$ cat config.mk
export PLATFORM = sky130hd
export DESIGN_NAME = bpgfc_top
export DESIGN_NICKNAME = d
export VERILOG_FILES = /design/src/bpgfc_top.v /design/src/bpgfc_pg_delay.v /design/src/bpgfc_cycle_limit.v
export VERILOG_INCLUDE_DIRS = /design/src /design/src/src
export SDC_FILE = /design/constraint.sdc
export NUM_CORES = 1
export LEC_CHECK = 0
export ABC_AREA = 0
export CAP_MARGIN = 20
export CORE_ASPECT_RATIO = 1.75
export CORE_MARGIN = 2
export CORE_UTILIZATION = 42
export CTS_CLUSTER_SIZE = 14
export DETAILED_ROUTE_END_ITERATION = 12
export DONT_BUFFER_PORTS = 1
export GPL_TIMING_DRIVEN = 0
export HOLD_SLACK_MARGIN = 0.03
export PLACE_DENSITY = 0.63
export SLEW_MARGIN = 10
export SYNTH_ARGS = -nofsm -noshare
export SYNTH_HDL_FRONTEND = slang
export SYNTH_SLANG_ARGS = --single-unit
$ cat constraint.sdc
create_clock -name mclk -period 6.5 [get_ports mclk]
set_clock_uncertainty 0.1 [all_clocks]
set_input_delay 1.3 -clock mclk [delete_from_list [all_inputs] [get_ports mclk]]
set_output_delay 1.3 -clock mclk [all_outputs]
set_load 0.05 [all_outputs]
$ cat src/bpgfc_defs.vh
// constants for the buck power-good and fault control block
// Operation
// - power_good_out high only in the main regulator on state, low otherwise
// - power-good held low whenever the reference servo runs
// - servo blanking applies for voltage or current reference, any mode
// - status bit 4 shows constant-current (1) or constant-voltage (0) mode
// - status bit 2 shows output inside the constant-voltage window
// - interrupt byte one bit 7 set on each cv/cc mode change
// - power-good pin delayed by amount chosen by config byte one bits 7:6
// - new voltage/current targets accepted while enabled, reached through servo
// - config byte two bit 5 enables discharge resistor on downward voltage steps at light load
// - config byte four bits 3:2 select the switch node slew rate
// - upper limit forces low side on until current below lower limit
// - during a cycle limit event, regulation commands to gates are ignored
// - continuous cycle limiting is reported as constant-current mode
// - four consecutive limit pairs raise over-current fault, interrupt two bit 6
// - feedback above over-voltage threshold raises fault, interrupt two bit 5
// - feedback below chosen under-voltage threshold raises fault, bit 4
// - config byte three bit 3 picks uv threshold: 0 current, 1 voltage
// - config byte two bit 3 suppresses uv action; flag and interrupt remain
// - with uv action off, cc regulation runs down to cc exit threshold
// - config two bit 2 low: uv fault stops switching for hiccup, then retries
// - config two bit 2 high: uv fault latches regulator off
// - after latch-off regulator stays off until internal enable goes low
`ifndef BPGFC_DEFS_VH
`define BPGFC_DEFS_VH
`define BPGFC_ST_IDLE     3'h0
`define BPGFC_ST_SERVO    3'h1
`define BPGFC_ST_ON       3'h2
`define BPGFC_ST_HICCUP   3'h3
`define BPGFC_ST_LATCH    3'h4
`define BPGFC_STAT_CC     4
`define BPGFC_STAT_WIN    2
`define BPGFC_INT1_MODE   7
`define BPGFC_INT2_OC     6
`define BPGFC_INT2_OV     5
`define BPGFC_INT2_UV     4
`define BPGFC_CFG1_DLY_HI 7
`define BPGFC_CFG1_DLY_LO 6
`define BPGFC_CFG2_DIS    5
`define BPGFC_CFG2_UVOFF  3
`define BPGFC_CFG2_LATCH  2
`define BPGFC_CFG3_UVSEL  3
`define BPGFC_CFG4_SR_HI  3
`define BPGFC_CFG4_SR_LO  2
`define BPGFC_OC_PAIRS    3'h4
`define BPGFC_HICCUP_US   16'h0064
`define BPGFC_PG_D0_US    20'h00000
`define BPGFC_PG_D1_US    20'h00064
`define BPGFC_PG_D2_US    20'h003e8
`define BPGFC_PG_D3_US    20'h02710
`define BPGFC_CLK_MHZ     10
`endif

$ cat src/bpgfc_top.v
// buck regulator power-good, status and fault control
`timescale 1ns/1ps
`include "bpgfc_defs.vh"
module bpgfc_top #(
	parameter HICCUP_CYC = `BPGFC_HICCUP_US * `BPGFC_CLK_MHZ
) (
	input  wire       mclk,
	input  wire       rst,
	input  wire       internal_enable,
	input  wire       servo_busy,
	input  wire       ref_write,
	input  wire       ref_down,
	input  wire       light_load,
	input  wire       cc_regulating,
	input  wire       cc_exit_threshold,
	input  wire       cv_window_upper,
	input  wire       cv_window_lower,
	input  wire       over_voltage_threshold,
	input  wire       uv_threshold_current_mode,
	input  wire       uv_threshold_voltage_mode,
	input  wire       cycle_limit_upper,
	input  wire       cycle_limit_lower,
	input  wire       pwm_start,
	input  wire       reg_hs_cmd,
	input  wire       reg_ls_cmd,
	input  wire [7:0] config_byte_one,
	input  wire [7:0] config_byte_two,
	input  wire [7:0] config_byte_three,
	input  wire [7:0] config_byte_four,
	input  wire       int1_clear,
	input  wire       int2_clear,
	output wire       power_good_out_o,
	output wire       power_good_out_oe,
	output reg  [7:0] status_byte_q,
	output reg  [7:0] interrupt_byte_one_q,
	output reg  [7:0] interrupt_byte_two_q,
	output reg  [2:0] state_q,
	output reg        servo_start_q,
	output reg        hs_gate_q,
	output reg        ls_gate_q,
	output reg        discharge_resistor_q,
	output reg  [1:0] slew_sel_q,
	output reg        cc_allow_q,
	output reg        over_current_fault_q,
	output reg        over_voltage_fault_q,
	output reg        under_voltage_fault_q
);
	reg  [2:0]  state_d;
	reg  [15:0] hic_q;
	reg         cc_mode_q;
	wire        run = (state_q == `BPGFC_ST_ON) ||
	                  (state_q == `BPGFC_ST_SERVO);
	wire        limit_active;
	wire        cbc_cont;
	wire        oc_event;
	wire        pg_pin;
	wire        uv_now;
	wire        uv_off = config_byte_two[`BPGFC_CFG2_UVOFF];
	wire        latch_sel = config_byte_two[`BPGFC_CFG2_LATCH];
	wire        cc_mode_d = cc_regulating | cbc_cont;
	wire        uv_act;
	wire        pg_decision;

	bpgfc_cycle_limit u_cbc (
		.mclk              (mclk),
		.rst               (rst),
		.run               (run),
		.cycle_limit_upper (cycle_limit_upper),
		.cycle_limit_lower (cycle_limit_lower),
		.pwm_start         (pwm_start),
		.limit_active_q    (limit_active),
		.continuous_q      (cbc_cont),
		.oc_event          (oc_event)
	);

	// servo running blanks the decision, whatever reference moves
	assign pg_decision = (state_q == `BPGFC_ST_ON) & ~servo_busy;

	bpgfc_pg_delay u_pgd (
		.mclk        (mclk),
		.rst         (rst),
		.pg_decision (pg_decision),
		.delay_sel   (config_byte_one[`BPGFC_CFG1_DLY_HI:`BPGFC_CFG1_DLY_LO]),
		.pg_pin_q    (pg_pin)
	);

	// open drain: only ever pull low
	assign power_good_out_o  = 1'b0;
	assign power_good_out_oe = ~pg_pin;

	assign uv_now = config_byte_three[`BPGFC_CFG3_UVSEL] ?
	                uv_threshold_voltage_mode :
	                uv_threshold_current_mode;
	// uv action only while switching runs (servo or on state); flag and interrupt take uv_now directly
	assign uv_act = run & uv_now & ~uv_off;

	always @* begin
		state_d = state_q;
		case (state_q)
			`BPGFC_ST_IDLE:
				if (internal_enable)
					state_d = `BPGFC_ST_SERVO;
			`BPGFC_ST_SERVO, `BPGFC_ST_ON: begin
				if (!internal_enable)
					state_d = `BPGFC_ST_IDLE;
				else if (oc_event || (run && over_voltage_threshold))
					state_d = `BPGFC_ST_LATCH;
				else if (uv_act)
					state_d = latch_sel ? `BPGFC_ST_LATCH :
					          `BPGFC_ST_HICCUP;
				else if (servo_busy || ref_write)
					state_d = `BPGFC_ST_SERVO;
				else
					state_d = `BPGFC_ST_ON;
			end
			`BPGFC_ST_HICCUP:
				// leaves for servo after HICCUP_CYC cycles to retry, or for idle when enable drops
				if (!internal_enable)
					state_d = `BPGFC_ST_IDLE;
				else if (hic_q == HICCUP_CYC[15:0] - 16'h0001)
					state_d = `BPGFC_ST_SERVO;
			`BPGFC_ST_LATCH:
				if (!internal_enable)
					state_d = `BPGFC_ST_IDLE;
			default:
				state_d = `BPGFC_ST_IDLE;
		endcase
	end

	always @(posedge mclk or posedge rst) begin
		if (rst) begin
			state_q               <= `BPGFC_ST_IDLE;
			hic_q                 <= 16'h0000;
			cc_mode_q             <= 1'b0;
			status_byte_q         <= 8'h00;
			interrupt_byte_one_q  <= 8'h00;
			interrupt_byte_two_q  <= 8'h00;
			servo_start_q         <= 1'b0;
			hs_gate_q             <= 1'b0;
			ls_gate_q             <= 1'b0;
			discharge_resistor_q  <= 1'b0;
			slew_sel_q            <= 2'h0;
			cc_allow_q            <= 1'b0;
			over_current_fault_q  <= 1'b0;
			over_voltage_fault_q  <= 1'b0;
			under_voltage_fault_q <= 1'b0;
		end else begin
			state_q <= state_d;
			if (state_q == `BPGFC_ST_HICCUP)
				hic_q <= hic_q + 16'h0001;
			else
				hic_q <= 16'h0000;
			servo_start_q <= run & internal_enable & ref_write;
			cc_mode_q <= cc_mode_d;
			status_byte_q <= 8'h00;
			status_byte_q[`BPGFC_STAT_CC] <= cc_mode_d;
			status_byte_q[`BPGFC_STAT_WIN] <=
				~cv_window_upper & cv_window_lower;
			// set wins over a clear in the same cycle
			if (int1_clear)
				interrupt_byte_one_q <= 8'h00;
			if (cc_mode_d != cc_mode_q)
				interrupt_byte_one_q[`BPGFC_INT1_MODE] <= 1'b1;
			if (int2_clear)
				interrupt_byte_two_q <= 8'h00;
			if (oc_event)
				interrupt_byte_two_q[`BPGFC_INT2_OC] <= 1'b1;
			if (run && over_voltage_threshold)
				interrupt_byte_two_q[`BPGFC_INT2_OV] <= 1'b1;
			if (uv_now)
				interrupt_byte_two_q[`BPGFC_INT2_UV] <= 1'b1;
			over_current_fault_q  <= oc_event |
				(over_current_fault_q & internal_enable);
			over_voltage_fault_q  <= run & over_voltage_threshold;
			under_voltage_fault_q <= uv_now;
			// gate drive: limit event overrides regulation commands
			if (!run) begin
				hs_gate_q <= 1'b0;
				ls_gate_q <= 1'b0;
			end else if (limit_active || (cycle_limit_upper)) begin
				hs_gate_q <= 1'b0;
				ls_gate_q <= 1'b1;
			end else begin
				hs_gate_q <= reg_hs_cmd;
				ls_gate_q <= reg_ls_cmd & ~reg_hs_cmd;
			end
			discharge_resistor_q <= config_byte_two[`BPGFC_CFG2_DIS] &
				(state_q == `BPGFC_ST_SERVO) & ref_down & light_load;
			slew_sel_q <=
				config_byte_four[`BPGFC_CFG4_SR_HI:`BPGFC_CFG4_SR_LO];
			// with uv action off cc runs until the exit comparator drops
			cc_allow_q <= run & cc_exit_threshold &
				(uv_off | ~uv_now);
		end
	end
endmodule // bpgfc_top

$ cat src/bpgfc_pg_delay.v
// power-good delay filter with restartable counter
`timescale 1ns/1ps
`include "bpgfc_defs.vh"
module bpgfc_pg_delay #(
	parameter CW = 20,
	parameter D1 = `BPGFC_PG_D1_US * `BPGFC_CLK_MHZ,
	parameter D2 = `BPGFC_PG_D2_US * `BPGFC_CLK_MHZ,
	parameter D3 = `BPGFC_PG_D3_US * `BPGFC_CLK_MHZ
) (
	input  wire       mclk,
	input  wire       rst,
	input  wire       pg_decision,
	input  wire [1:0] delay_sel,
	output reg        pg_pin_q
);
	reg [CW-1:0] cnt_q;
	reg          last_q;
	reg [CW-1:0] limit;
	always @* begin
		case (delay_sel)
			2'h1: limit = D1[CW-1:0];
			2'h2: limit = D2[CW-1:0];
			2'h3: limit = D3[CW-1:0];
			default: limit = {CW{1'b0}};
		endcase
	end
	always @(posedge mclk or posedge rst) begin
		if (rst) begin
			cnt_q    <= {CW{1'b0}};
			last_q   <= 1'b0;
			pg_pin_q <= 1'b0;
		end else begin
			last_q <= pg_decision;
			// delay covers the rise only: servo or fault drops pg at once
			if (!pg_decision) begin
				cnt_q    <= {CW{1'b0}};
				pg_pin_q <= 1'b0;
			end else if (pg_decision != last_q) begin
				cnt_q <= {CW{1'b0}};
			end else if (cnt_q >= limit) begin
				pg_pin_q <= 1'b1;
			end else begin
				cnt_q <= cnt_q + {{(CW-1){1'b0}}, 1'b1};
			end
		end
	end
endmodule // bpgfc_pg_delay

$ cat src/bpgfc_cycle_limit.v
// cycle-by-cycle limit latch and over-current pair counter
`timescale 1ns/1ps
`include "bpgfc_defs.vh"
module bpgfc_cycle_limit (
	input  wire mclk,
	input  wire rst,
	input  wire run,
	input  wire cycle_limit_upper,
	input  wire cycle_limit_lower,
	input  wire pwm_start,
	output reg  limit_active_q,
	output reg  continuous_q,
	output wire oc_event
);
	reg [2:0] pairs_q;
	reg       hit_q;
	wire      pair_done = limit_active_q & ~cycle_limit_lower;
	always @(posedge mclk or posedge rst) begin
		if (rst) begin
			limit_active_q <= 1'b0;
			pairs_q        <= 3'h0;
			hit_q          <= 1'b0;
			continuous_q   <= 1'b0;
		end else if (!run) begin
			limit_active_q <= 1'b0;
			pairs_q        <= 3'h0;
			hit_q          <= 1'b0;
			continuous_q   <= 1'b0;
		end else begin
			if (!limit_active_q && cycle_limit_upper)
				limit_active_q <= 1'b1;
			else if (pair_done)
				limit_active_q <= 1'b0;
			if (pair_done) begin
				hit_q <= 1'b1;
				if (pairs_q != `BPGFC_OC_PAIRS)
					pairs_q <= pairs_q + 3'h1;
			end else if (pwm_start) begin
				// a cycle without a pair breaks the run
				if (!hit_q)
					pairs_q <= 3'h0;
				continuous_q <= hit_q;
				hit_q <= 1'b0;
			end
		end
	end
	assign oc_event = pair_done && (pairs_q == `BPGFC_OC_PAIRS - 3'h1);
endmodule // bpgfc_cycle_limit

After elaboration in Yosys (flattened, before gate mapping)
Cells that the tools add are included.

operators by class
  $add $sub $neg = 3
  multiply operators = 0
  divide/modulo/power cells = 0
  order comparisons = 1
  equal/unequal tests = 24
  shift-type cells = 0
  multiplexer cells = 43
  bitwise operators = 25
  reductions and logical operators = 18

operators with widths
  operator                                         count
  2-to-1 mux 20 bit                                3
  one-hot mux 17 bit (3 select lines)              1
  2-to-1 mux 3 bit                                 13
  2-to-1 mux 1 bit                                 21
  adder 20 x 1 -> 20 bit, second input constant    1
  >= comparator 20 x 17 -> 1 bit                   1
  adder 16 x 1 -> 16 bit, second input constant    1
  == test 16 x 10 -> 1 bit, second input constant  1
  2-to-1 mux 16 bit                                1
  bitwise AND 1 bit                                15
  inequality test 3 bit, second input constant     5
  inequality test 2 bit, second input constant     6
  one-hot mux 3 bit (4 select lines)               1
  == test 3 x 2 -> 1 bit, second input constant    3
  2-to-1 mux 8 bit                                 1
  nonzero test 2 bit                               4
  2-to-1 mux 7 bit                                 1
  inverter 1 bit                                   7
  AND reduction 3 bit                              2
  == test 2 bit, second input constant             2
  logical OR 1 bit                                 4
  AND reduction 2 bit                              2
  adder 3 x 1 -> 3 bit, second input constant      1
  == test 3 x 1 -> 1 bit, second input constant    1
  other kinds (11)                                 16

storage, ports and cells
  bits in registers = 64
  latch bits = 0
  memory bits (writable) = 0
  bits in read-only memories = 0
  input port bits = 53
  output and inout bits = 39
  word-level logic and storage cells = 138
  memories kept = 0

Depth between registers and ports, before layout
Gate-level depths: netlist of run 1.

  depth after elaboration = 8
  depth in mapped cells = 10
  mapped depth without buffers = 9

Cells and area by module
From an unflattened synthesis of run 1, not the netlist that was laid out.

second synthesis, totals
  cell total of the unflattened synthesis = 375
  area, all modules = 3623.5 µm²

modules (own cells, without submodules)
  module             times used  cells each  area an instance (µm²)  sequential area each (µm²)
  bpgfc_top          1           156         1651.6                  875.8
  bpgfc_pg_delay     1           183         1609.0                  550.5
  bpgfc_cycle_limit  1           36          362.8                   150.1

Least setup slack after synthesis of run 1
OpenSTA, ideal clock, no wires.

  path kind = input-to-reg
  start = input port config_byte_one[6]
  end = register u_pgd.cnt_q[5]
  setup time = 77 ps
  arrival = 3334 ps
  data required time = 6323 ps
  setup slack = 2989 ps
  stages = 10
  path buffers = 1
  path through = inv_1 -> ha_1 -> o21bai_1 -> ha_1 -> a211oi_2 -> nor2_1 -> o311a_4 -> buf_6 -> or4_1 -> a21oi_1

between the ends
  longest elaborated chain between the ends = 4
  elaborated cells between the ends (all ways) = 6
  classes of those cells = order compare (1); eq/ne (4); mux (1)

ends and longest elaborated chain
  what                                                            RTL line             text
  start, declared                                                 bpgfc_top.v:26       input wire [7:0] config_byte_one,
  == test 2 bit / == test 2 x 1 -> 1 bit (equally long branches)  bpgfc_pg_delay.v:20  case (delay_sel)
  one-hot mux 17 bit (3 select lines) (*)                         bpgfc_pg_delay.v:20
  >= comparator 20 x 17 -> 1 bit (*)                              bpgfc_pg_delay.v:40  end else if (cnt_q >= limit) begin
  inequality test 3 bit (no source line) (*)                      -
  end signal, assigned                                            bpgfc_pg_delay.v:29  cnt_q <= {CW{1'b0}};
  end signal, assigned                                            bpgfc_pg_delay.v:39  cnt_q <= {CW{1'b0}};
  end signal, assigned                                            bpgfc_pg_delay.v:43  cnt_q <= cnt_q + {{(CW-1){1'b0}}, 1'b1};
  end, declared                                                   bpgfc_pg_delay.v:16  reg [CW-1:0] cnt_q;

Mark *: on every way between the ends. The rest lies on a longest branch, timed or not.
A chain may end at the register's enable or synchronous reset.

Final worst setup path of run 1
  start = input port config_byte_one[7]
  end = register u_pgd.cnt_q[17]

The elaborated chain is that of the path after synthesis.

==> flow_metrics.env, run 1 <==
export IMPL_outcome="completed"
export IMPL_regArea_um2=1580
export IMPL_final_common_cell="dfrtp_1"
export IMPL_initial_core_util_pct=43.0
export IMPL_cts_hold_buf=0
export IMPL_timing_setup_critical_path_class="input port to flip-flop"
export IMPL_layout_common_cells="dfrtp_1 (63), nor2_1 (33), nand2_1 (27)"
export IMPL_core_area_um2=8200
export IMPL_synth_edff_count=0
export IMPL_die_area_um2=9170
export IMPL_synthToLayoutAreaGrowth_pct=13.5
export IMPL_cts_max_level=3
export IMPL_critPathRequiredTime_ps=6670
export IMPL_crit_end="u_pgd.cnt_q[17]"
export IMPL_post_drt_wl_per_cell_um=16.3
export IMPL_r2r_cells=7
export IMPL_relSlewSlack_pct=47.1
export IMPL_wirelength_mm=7.91
export IMPL_grt_pass1_vias=2666
export IMPL_crit_fanout=10
export IMPL_dr_pass1_iters=4
export IMPL_drive_gt1_share_pct=13.8
export IMPL_fin_setup_tns_ps=0
export IMPL_worstSetupStartpoint="config_byte_one[7]"
export IMPL_timing_final_ws_setup_ps=3050
export IMPL_cts_setup_buffers=0
export IMPL_hp_class="flip-flop to flip-flop"
export IMPL_vias_per_cell=5.52
export IMPL_peakVddDrop_mv=0.190
export IMPL_grt_max_degree=64
export IMPL_gp_congestion=0.842
export IMPL_power_density_nw_per_um2=252
export IMPL_clock_latency_ps=330
export IMPL_placementRows=44
export IMPL_cts_buffers=9
export IMPL_worst_slew_pin_slew_ps=792
export IMPL_start_kind="input port"
export IMPL_place_ws_ps=2720
export IMPL_synth_warnings=0
export IMPL_ys_flop_type="dfrtp_1"
export IMPL_cap_violations=0
export IMPL_synth_seq_cells=63
export IMPL_vias=2670
export IMPL_worst_ep_arrival_time_ps=3610
export IMPL_nets=462
export IMPL_netlist_instances=358
export IMPL_finalSetupViolCount=0
export IMPL_drc_errors=0
export IMPL_dp_hpwl_mm=5.67
export IMPL_grt_antenna_before_repair=0
export IMPL_endpoint_kind="flip-flop"
export IMPL_reg2reg_setup_slack_ps=3880
export IMPL_cts_tree="built"
export IMPL_cts_root_buf="clkbuf_16"
export IMPL_crit_reg2reg_launch="state_q[1]"
export IMPL_track_usage_pct=18.6
export IMPL_grt_ovfl_total=0
export IMPL_syn_avg_cell_area_um2=9.84
export IMPL_ys_seq_area_share_pct=44.7
export IMPL_grt_setup_unrepaired="false"
export IMPL_fillCellCount=761
export IMPL_fin_crit_ps=3450
export IMPL_drv_slew=0
export IMPL_io_pins=92
export IMPL_synth_area_um2=3520
export IMPL_io_buffers=0
export IMPL_p_leak_nw=1.87
export IMPL_fmax_mhz=290
export IMPL_synthArstFlopShare_pct=100
export IMPL_grt_pass1_wl_mm=13.0
export IMPL_dieHeight_um=125
export IMPL_synth_cell_types=53
export IMPL_first_iter_violations=122
export IMPL_regToRegEndpoint="u_pgd.cnt_q[2]"
export IMPL_antenna_cells=0
export IMPL_clock_sinks=63
export IMPL_ant_nets=0
export IMPL_multi_input_area_um2=1710
export IMPL_ctsResizeCount=0
export IMPL_clock_path_buffers=2
export IMPL_die_width_um=73.2
export IMPL_finalHoldViolCount=0
export IMPL_fin_crit_sh_pct=53.0
export IMPL_path_clk_slew_ps=50
## kinds of logic (layout without fill, tap and decap cells)
group,Yosys count,in the layout,synth area share (%)
simple gates,136,136,20.9
compound gates,68,68,14.1
flops,63,63,44.7
buf+inv,53,69,8.56
fa+ha+maj,22,22,7.81
xor+xnor,14,14,3.48
other cells,1,19,0.106
mux,1,1,0.284
## registers in the layout, indices dropped and copies added (netlist names), 2 cells and up
register / flops
u_pgd.cnt_q: 20
hic_q: 16
interrupt_byte_two_q: 3
state_q: 3
u_cbc.pairs_q: 3
slew_sel_q: 2
status_byte_q: 2
## cell type report
| cell class | instances | share of cell area [%] |
|---|---|---|
| inverters | 25 | 2.41 |
| clock buffers | 12 | 6.16 |
| well taps | 92 | 2.88 |
| flip-flops and latches | 63 | 39.4 |
| multi-input cells | 260 | 42.8 |
| plain buffers | 28 | 5.19 |
| clock inverters | 4 | 1.13 |
## stage by stage
step	util, %	area, µm²	cells	hold WS, ps	power [mW]
3_3_place_gp	45.2	3710	468	377	0.540
5_1_grt	48.8	4000	484	413	1.04
4_1_cts	48.8	4000	484	394	1.02
2_1_floorplan	-	3590	376	356	0.527
3_5_place_dp	45.2	3710	468	383	0.543
6_report	48.8	4000	484	390	1.01
## worst max-delay path: stages
cell and delay (ps):
inv_1 30, ha_1 220, o21bai_1 220, ha_1 290, a211oi_2 180, nor2_1 100
o311a_4 380, buf_6 150, nor2_1 480, a32o_1 250
## cell usage after synthesis, drive strengths merged (2+ instances only)
cell type	instances	area [µm²]
ha	22	275
nor2b	3	18.8
xnor2	10	87.6
nand2	27	101
and3	11	68.8
o311a	2	31.3
a21o	3	23.8
or3	3	18.8
xor2	4	35.0
o41ai	2	17.5
or4	6	45.0
inv	25	93.8
or4b	2	20.0
a31o	4	35.0
nand4	9	56.3
o21ai	9	45.0
nor2	33	124
nor3	7	35.0
o211ai	3	22.5
nand3b	3	22.5
a41o	3	30.0
buf	22	165
clkbuf	6	42.5
dfrtp	63	1580
nand3	15	75.1
and4	2	17.5
and2	3	18.8
nor4b	2	47.6
o31ai	7	52.6
a211oi	4	40.0
nor4	3	18.8
a21oi	17	88.8
nand2b	2	12.5
or2	3	18.8
a31oi	8	50.1
## power breakdown
part / leakage [nW] / switching (mW) / internal, mW / total, mW
clock: 0.146 / 0.167 / 0.305 / 0.472
sequential: 0.857 / 0.0433 / 0.403 / 0.447
combinational: 0.870 / 0.0608 / 0.0272 / 0.0880
total: 1.87 / 0.271 / 0.736 / 1.01
## layer usage
metal | vias up | part of all wire (%) | wire [µm] | global-route usage [%]
met3 | 22 | 4.5 | 358 | 4.43
li1 | 1299 | - | - | -
met5 | - | 0 | 0 | 0
met2 | 65 | 53 | 4230 | 30.8
met1 | 1284 | 39 | 3060 | 20.7
met4 | 0 | 3.3 | 257 | 11.4
## how the worst min path moves through the flow
stage	from	to	slack (ps)	cells past startpoint
2_1_floorplan	u_cbc.continuous_q	status_byte_q[4]	360	1
3_3_place_gp	u_pgd.cnt_q[17]	u_pgd.cnt_q[17]	380	1
5_1_grt	u_cbc.continuous_q	status_byte_q[4]	410	1
6_report	u_cbc.continuous_q	status_byte_q[4]	390	1
3_5_place_dp	u_cbc.continuous_q	status_byte_q[4]	380	1
4_1_cts	u_cbc.continuous_q	status_byte_q[4]	390	1
No activity file was read; power rests on OpenSTA's default activity.
==> run 2, diff against run 1 <==
--- a/config.mk
+++ b/config.mk
@@ -16,7 +16,7 @@
 export DONT_BUFFER_PORTS = 1
 export GPL_TIMING_DRIVEN = 0
 export HOLD_SLACK_MARGIN = 0.03
-export PLACE_DENSITY = 0.63
+export PLACE_DENSITY = 0.66
 export SLEW_MARGIN = 10
 export SYNTH_ARGS = -nofsm -noshare
 export SYNTH_HDL_FRONTEND = slang
==> constraint.sdc (replaced) <==
create_clock -name mclk -period 3.05 [get_ports mclk]
set_clock_uncertainty 0.1 [all_clocks]
set_input_delay 0.61 -clock mclk [delete_from_list [all_inputs] [get_ports mclk]]
set_output_delay 0.61 -clock mclk [all_outputs]
set_load 0.05 [all_outputs]
==> run 2 against run 1 <==
Against the previous run:
- final area increased by 0.94%
- sequential power up 110%
- total power is 120% higher
- largest power group unchanged
==> flow_metrics.env, run 2 (synthesis gave the netlist of run 1 again) <==
export IMPL_die_area_um2=9170
export IMPL_clock_sinks=63
export IMPL_power_density_nw_per_um2=556
export IMPL_p_leak_nw=1.89
export IMPL_dp_hpwl_mm=5.53
export IMPL_grt_pass1_wl_mm=12.5
export IMPL_post_drt_wl_per_cell_um=15.5
export IMPL_cts_max_level=3
export IMPL_top_regs="u_pgd.cnt_q (20), hic_q (16)"
export IMPL_dieHeight_um=125
export IMPL_largest_reg_flops=20
export IMPL_cts_root_buf="clkbuf_16"
export IMPL_cap_violations=0
export IMPL_fin_setup_tns_ps=0
export IMPL_largest_register="u_pgd.cnt_q"
export IMPL_relSlewSlack_pct=48.1
export IMPL_vias_per_cell=5.56
export IMPL_io_pins=92
export IMPL_clock_path_buffers=2
export IMPL_grt_setup_unrepaired="false"
export IMPL_dp_cells=468
export IMPL_track_usage_pct=17.6
export IMPL_fin_area_um2=4040
export IMPL_critPathRequiredTime_ps=3220
export IMPL_wirelength_mm=7.49
export IMPL_core_area_um2=8200
export IMPL_cts_tree="built"
export IMPL_dr_pass1_iters=4
export IMPL_cts_setup_buffers=0
export IMPL_cts_buffers=9
export IMPL_start_kind="input port"
export IMPL_path_clk_slew_ps=50
export IMPL_grt_antenna_before_repair=0
export IMPL_ant_nets=0
export IMPL_synthToLayoutAreaGrowth_pct=14.6
export IMPL_fillCellCount=763
export IMPL_layout_common_cells="dfrtp_1 (63), nor2_1 (33), nand2_1 (27)"
export IMPL_fin_crit_ps=2700
export IMPL_grt_max_degree=64
export IMPL_placed_area_um2=3710
export IMPL_fmax_mhz=371
export IMPL_nets=462
export IMPL_ctsResizeCount=0
export IMPL_grt_ovfl_total=0
export IMPL_worst_slew_pin_slew_ps=779
export IMPL_drc_errors=0
export IMPL_drv_slew=0
export IMPL_finalHoldViolCount=0
export IMPL_antenna_cells=0
export IMPL_worst_ep_arrival_time_ps=2860
export IMPL_first_iter_violations=90
export IMPL_finalSetupViolCount=0
export IMPL_hp_class="input port to async pin"
export IMPL_final_common_cell="dfrtp_1"
export IMPL_drive_gt1_share_pct=14.3
export IMPL_regArea_um2=1580
export IMPL_multi_input_area_um2=1710
export IMPL_die_width_um=73.2
export IMPL_crit_fanout=10
export IMPL_cts_hold_buf=0
export IMPL_outcome="completed"
export IMPL_hold_ws_ps=187
export IMPL_grt_pass1_vias=2665
export IMPL_initial_core_util_pct=43.0
export IMPL_timing_setup_critical_path_class="input port to flip-flop"
export IMPL_vias=2689
export IMPL_clock_latency_ps=330
export IMPL_io_buffers=0
export IMPL_final_cells=484
export IMPL_gp_congestion=0.851
export IMPL_fin_crit_sh_pct=88.4
export IMPL_peakVddDrop_mv=0.519
export IMPL_endpoint_kind="flip-flop"
export IMPL_placementRows=44
## run 2: cell types whose count changed in the layout (fill, tap and decap cells not counted), sizes merged
cell	delta
clkbuf	+2
clkinv	-2
## run 2: per-stage QoR
stage / total power [mW] / worst slack, ps / util, %
6_report: 2.24 / 354 / 49.2
5_1_grt: 2.31 / 226 / 49.2
4_1_cts: 2.26 / 346 / 49.2
3_5_place_dp: 1.16 / 0.615 / 45.2
3_3_place_gp: 1.15 / 6.79 / 45.2
2_1_floorplan: 1.12 / 229 / -
## run 2: where the power goes
| part | internal (mW) | switching, mW |
|---|---|---|
| clock | 0.742 | 0.363 |
| sequential | 0.860 | 0.0922 |
| combinational | 0.0578 | 0.129 |
| total | 1.66 | 0.584 |
## run 2: metal layers
metal	vias up	part of all wire [%]	GRT usage [%]
li1	1306	-	-
met1	1294	39	19.2
met2	68	53	29.7
met3	21	4.3	4.35
met4	0	3.9	10.5
met5	-	0	0
## run 2: cell type report
cell class / instances / share of cell area (%)
inverters: 25 / 2.39
multi-input cells: 260 / 42.4
plain buffers: 28 / 5.14
well taps: 92 / 2.85
clock buffers: 14 / 7.28
flip-flops and latches: 63 / 39.0
clock inverters: 2 / 0.868
## run 2: final timing paths
kind,from,to,slack [ps],depth (start not counted)
max,config_byte_one[7],u_pgd.cnt_q[17],350,10
min,rst,interrupt_byte_one_q[7],190,1
max reg2reg,state_q[1],u_pgd.cnt_q[8],480,7
min reg2reg,u_pgd.cnt_q[17],u_pgd.cnt_q[17],390,1
max in group asynchronous,rst,hic_q[7],2140,1
min in group mclk,config_byte_four[3],slew_sel_q[1],200,0
## run 2: critical path: stages
cell and delay, ps:
inv_1 40, ha_1 220, o21bai_1 210, ha_1 280, a211oi_2 180, nor2_1 100, o311a_4 380, buf_6 150
nor2_1 450, a32o_1 250
==> run 3, diff against run 2 <==
--- a/config.mk
+++ b/config.mk
@@ -16,7 +16,7 @@
 export DONT_BUFFER_PORTS = 1
 export GPL_TIMING_DRIVEN = 0
 export HOLD_SLACK_MARGIN = 0.03
-export PLACE_DENSITY = 0.66
+export PLACE_DENSITY_LB_ADDON = 0.15
 export SLEW_MARGIN = 10
 export SYNTH_ARGS = -nofsm -noshare
 export SYNTH_HDL_FRONTEND = slang
==> run 3 against run 2 <==
Against the previous run:
- final area fell by 0.37%
- worst setup slack got worse by 61 ps
- global-route usage rose by 1.1 points
- first-iteration DRC count rose by 21%
- core utilization fell by 0.18 points
- routed wire length rose by 3.9%
- critical path depth did not move
- worst hold slack improved by 4.3 ps
- sequential power barely moved
- register-to-register slack got worse by 50 ps
- critical path type unchanged
- largest cell class unchanged
- largest power group unchanged
==> flow_metrics.env, run 3 (synthesis gave the netlist of run 1 again) <==
export IMPL_gp_congestion=0.807
export IMPL_finalHoldViolCount=0
export IMPL_die_width_um=73.2
export IMPL_post_drt_wl_per_cell_um=16.1
export IMPL_fillCellCount=779
export IMPL_cts_hold_buf=0
export IMPL_p_sw_mw=0.586
export IMPL_start_kind="input port"
export IMPL_internal_power_mw=1.63
export IMPL_relSlewSlack_pct=46.7
export IMPL_ctsResizeCount=0
export IMPL_antenna_cells=0
export IMPL_switching_share_pct=26.5
export IMPL_core_area_um2=8200
export IMPL_power_frac_seq_pct=43.0
export IMPL_nets=462
export IMPL_endpoint_kind="flip-flop"
export IMPL_cap_violations=0
export IMPL_worst_ep_arrival_time_ps=2920
export IMPL_cts_buffers=9
export IMPL_grt_pass1_vias=2724
export IMPL_track_usage_pct=18.7
export IMPL_wirelength_mm=7.78
export IMPL_layout_common_cells="dfrtp_1 (63), nor2_1 (33), nand2_1 (27)"
export IMPL_crit_fanout=10
export IMPL_place_ws_ps=-29.9
export IMPL_regToRegEndpoint="u_pgd.cnt_q[11]"
export IMPL_hp_class="input port to async pin"
export IMPL_io_buffers=0
export IMPL_drive_gt1_share_pct=14.0
export IMPL_die_area_um2=9170
export IMPL_ant_nets=0
export IMPL_power_density_nw_per_um2=551
export IMPL_grt_ovfl_total=0
export IMPL_cts_max_level=3
export IMPL_clock_path_buffers=2
export IMPL_hold_ws_ps=191
export IMPL_fmax_mhz=363
export IMPL_final_common_cell="dfrtp_1"
export IMPL_p_leak_nw=1.88
export IMPL_reg2reg_setup_slack_ps=430
export IMPL_initial_core_util_pct=43.0
export IMPL_first_iter_violations=109
export IMPL_vias_per_cell=5.57
export IMPL_crit_reg2reg_launch="state_q[1]"
export IMPL_fin_crit_sh_pct=90.4
export IMPL_cts_tree="built"
export IMPL_timing_final_ws_setup_ps=293
export IMPL_grt_pass1_wl_mm=13.3
export IMPL_outcome="completed"
export IMPL_cts_root_buf="clkbuf_16"
export IMPL_io_pins=92
export IMPL_fin_setup_tns_ps=0
export IMPL_grt_antenna_before_repair=0
export IMPL_vias=2695
export IMPL_dr_pass1_iters=4
export IMPL_grt_max_degree=64
export IMPL_combPwrFrac_pct=8.5
export IMPL_finalSetupViolCount=0
export IMPL_r2r_cells=7
export IMPL_utilization_pct=49.0
export IMPL_worst_slew_pin_slew_ps=800
export IMPL_grt_setup_unrepaired="false"
export IMPL_placementRows=44
export IMPL_largest_register="u_pgd.cnt_q"
export IMPL_synthToLayoutAreaGrowth_pct=14.2
export IMPL_path_clk_slew_ps=60
export IMPL_cts_setup_buffers=0
export IMPL_drc_errors=0
export IMPL_dp_hpwl_mm=5.76
export IMPL_top_regs="u_pgd.cnt_q (20), hic_q (16)"
export IMPL_clockPowerShare_pct=48.5
export IMPL_dieHeight_um=125
export IMPL_drv_slew=0
export IMPL_timing_setup_critical_path_class="input port to flip-flop"
export IMPL_critPathRequiredTime_ps=3210
export IMPL_peakVddDrop_mv=0.366
export IMPL_clock_sinks=63
export IMPL_clock_latency_ps=320
export IMPL_largest_reg_flops=20
export IMPL_fin_crit_ps=2760
-- run 3: area by class of cell --
class                      instances  area [µm²]  area share, %
multi-input combinational        260        1710           42.6
sequential                        63        1580           39.2
clock buffer                      10         229           5.69
buffer                            28         208           5.16
tap                               92         115           2.86
inverter                          25        96.3           2.40
clock inverter                     6        85.1           2.12
-- run 3: layer usage --
layer | up-vias | track usage, % | share of wire [%]
li1 | 1301 | - | -
met1 | 1328 | 21.3 | 38
met2 | 51 | 32.5 | 56
met3 | 15 | 4.03 | 2.6
met4 | 0 | 8.17 | 2.7
met5 | - | 0 | 0
-- run 3: critical path: stages --
cell	delay, ps
inv_1	40
ha_1	220
o21bai_1	230
ha_1	290
a211oi_2	190
nor2_1	100
o311a_4	380
buf_6	150
nor2_1	450
a32o_1	250
-- run 3: worst max path at each step --
stage                       startpoint              end  cells after the start
detailed placement  config_byte_one[7]  u_pgd.cnt_q[17]                     10
global route        config_byte_one[7]  u_pgd.cnt_q[17]                     10
floorplan           config_byte_one[6]   u_pgd.cnt_q[5]                     10
global placement    config_byte_one[7]   u_pgd.cnt_q[2]                     10
finish              config_byte_one[7]  u_pgd.cnt_q[17]                     10
CTS                 config_byte_one[7]  u_pgd.cnt_q[17]                     10
-- run 3: power groups by stage --
| stage | logic, mW | registers [mW] | clock network [mW] |
|---|---|---|---|
| 2_1_floorplan | 0.163 | 0.960 | 0 |
| 6_report | 0.189 | 0.952 | 1.07 |
| 3_3_place_gp | 0.187 | 0.967 | 0 |
| 3_5_place_dp | 0.191 | 0.967 | 0 |
| 5_1_grt | 0.211 | 0.954 | 1.14 |
| 4_1_cts | 0.191 | 0.952 | 1.10 |
-- run 3: stage by stage --
step,area [µm²],total power [mW],cells
6_report,4020,2.22,484
5_1_grt,4020,2.31,484
4_1_cts,4020,2.24,484
3_5_place_dp,3710,1.16,468
3_3_place_gp,3710,1.15,468
2_1_floorplan,3590,1.12,376
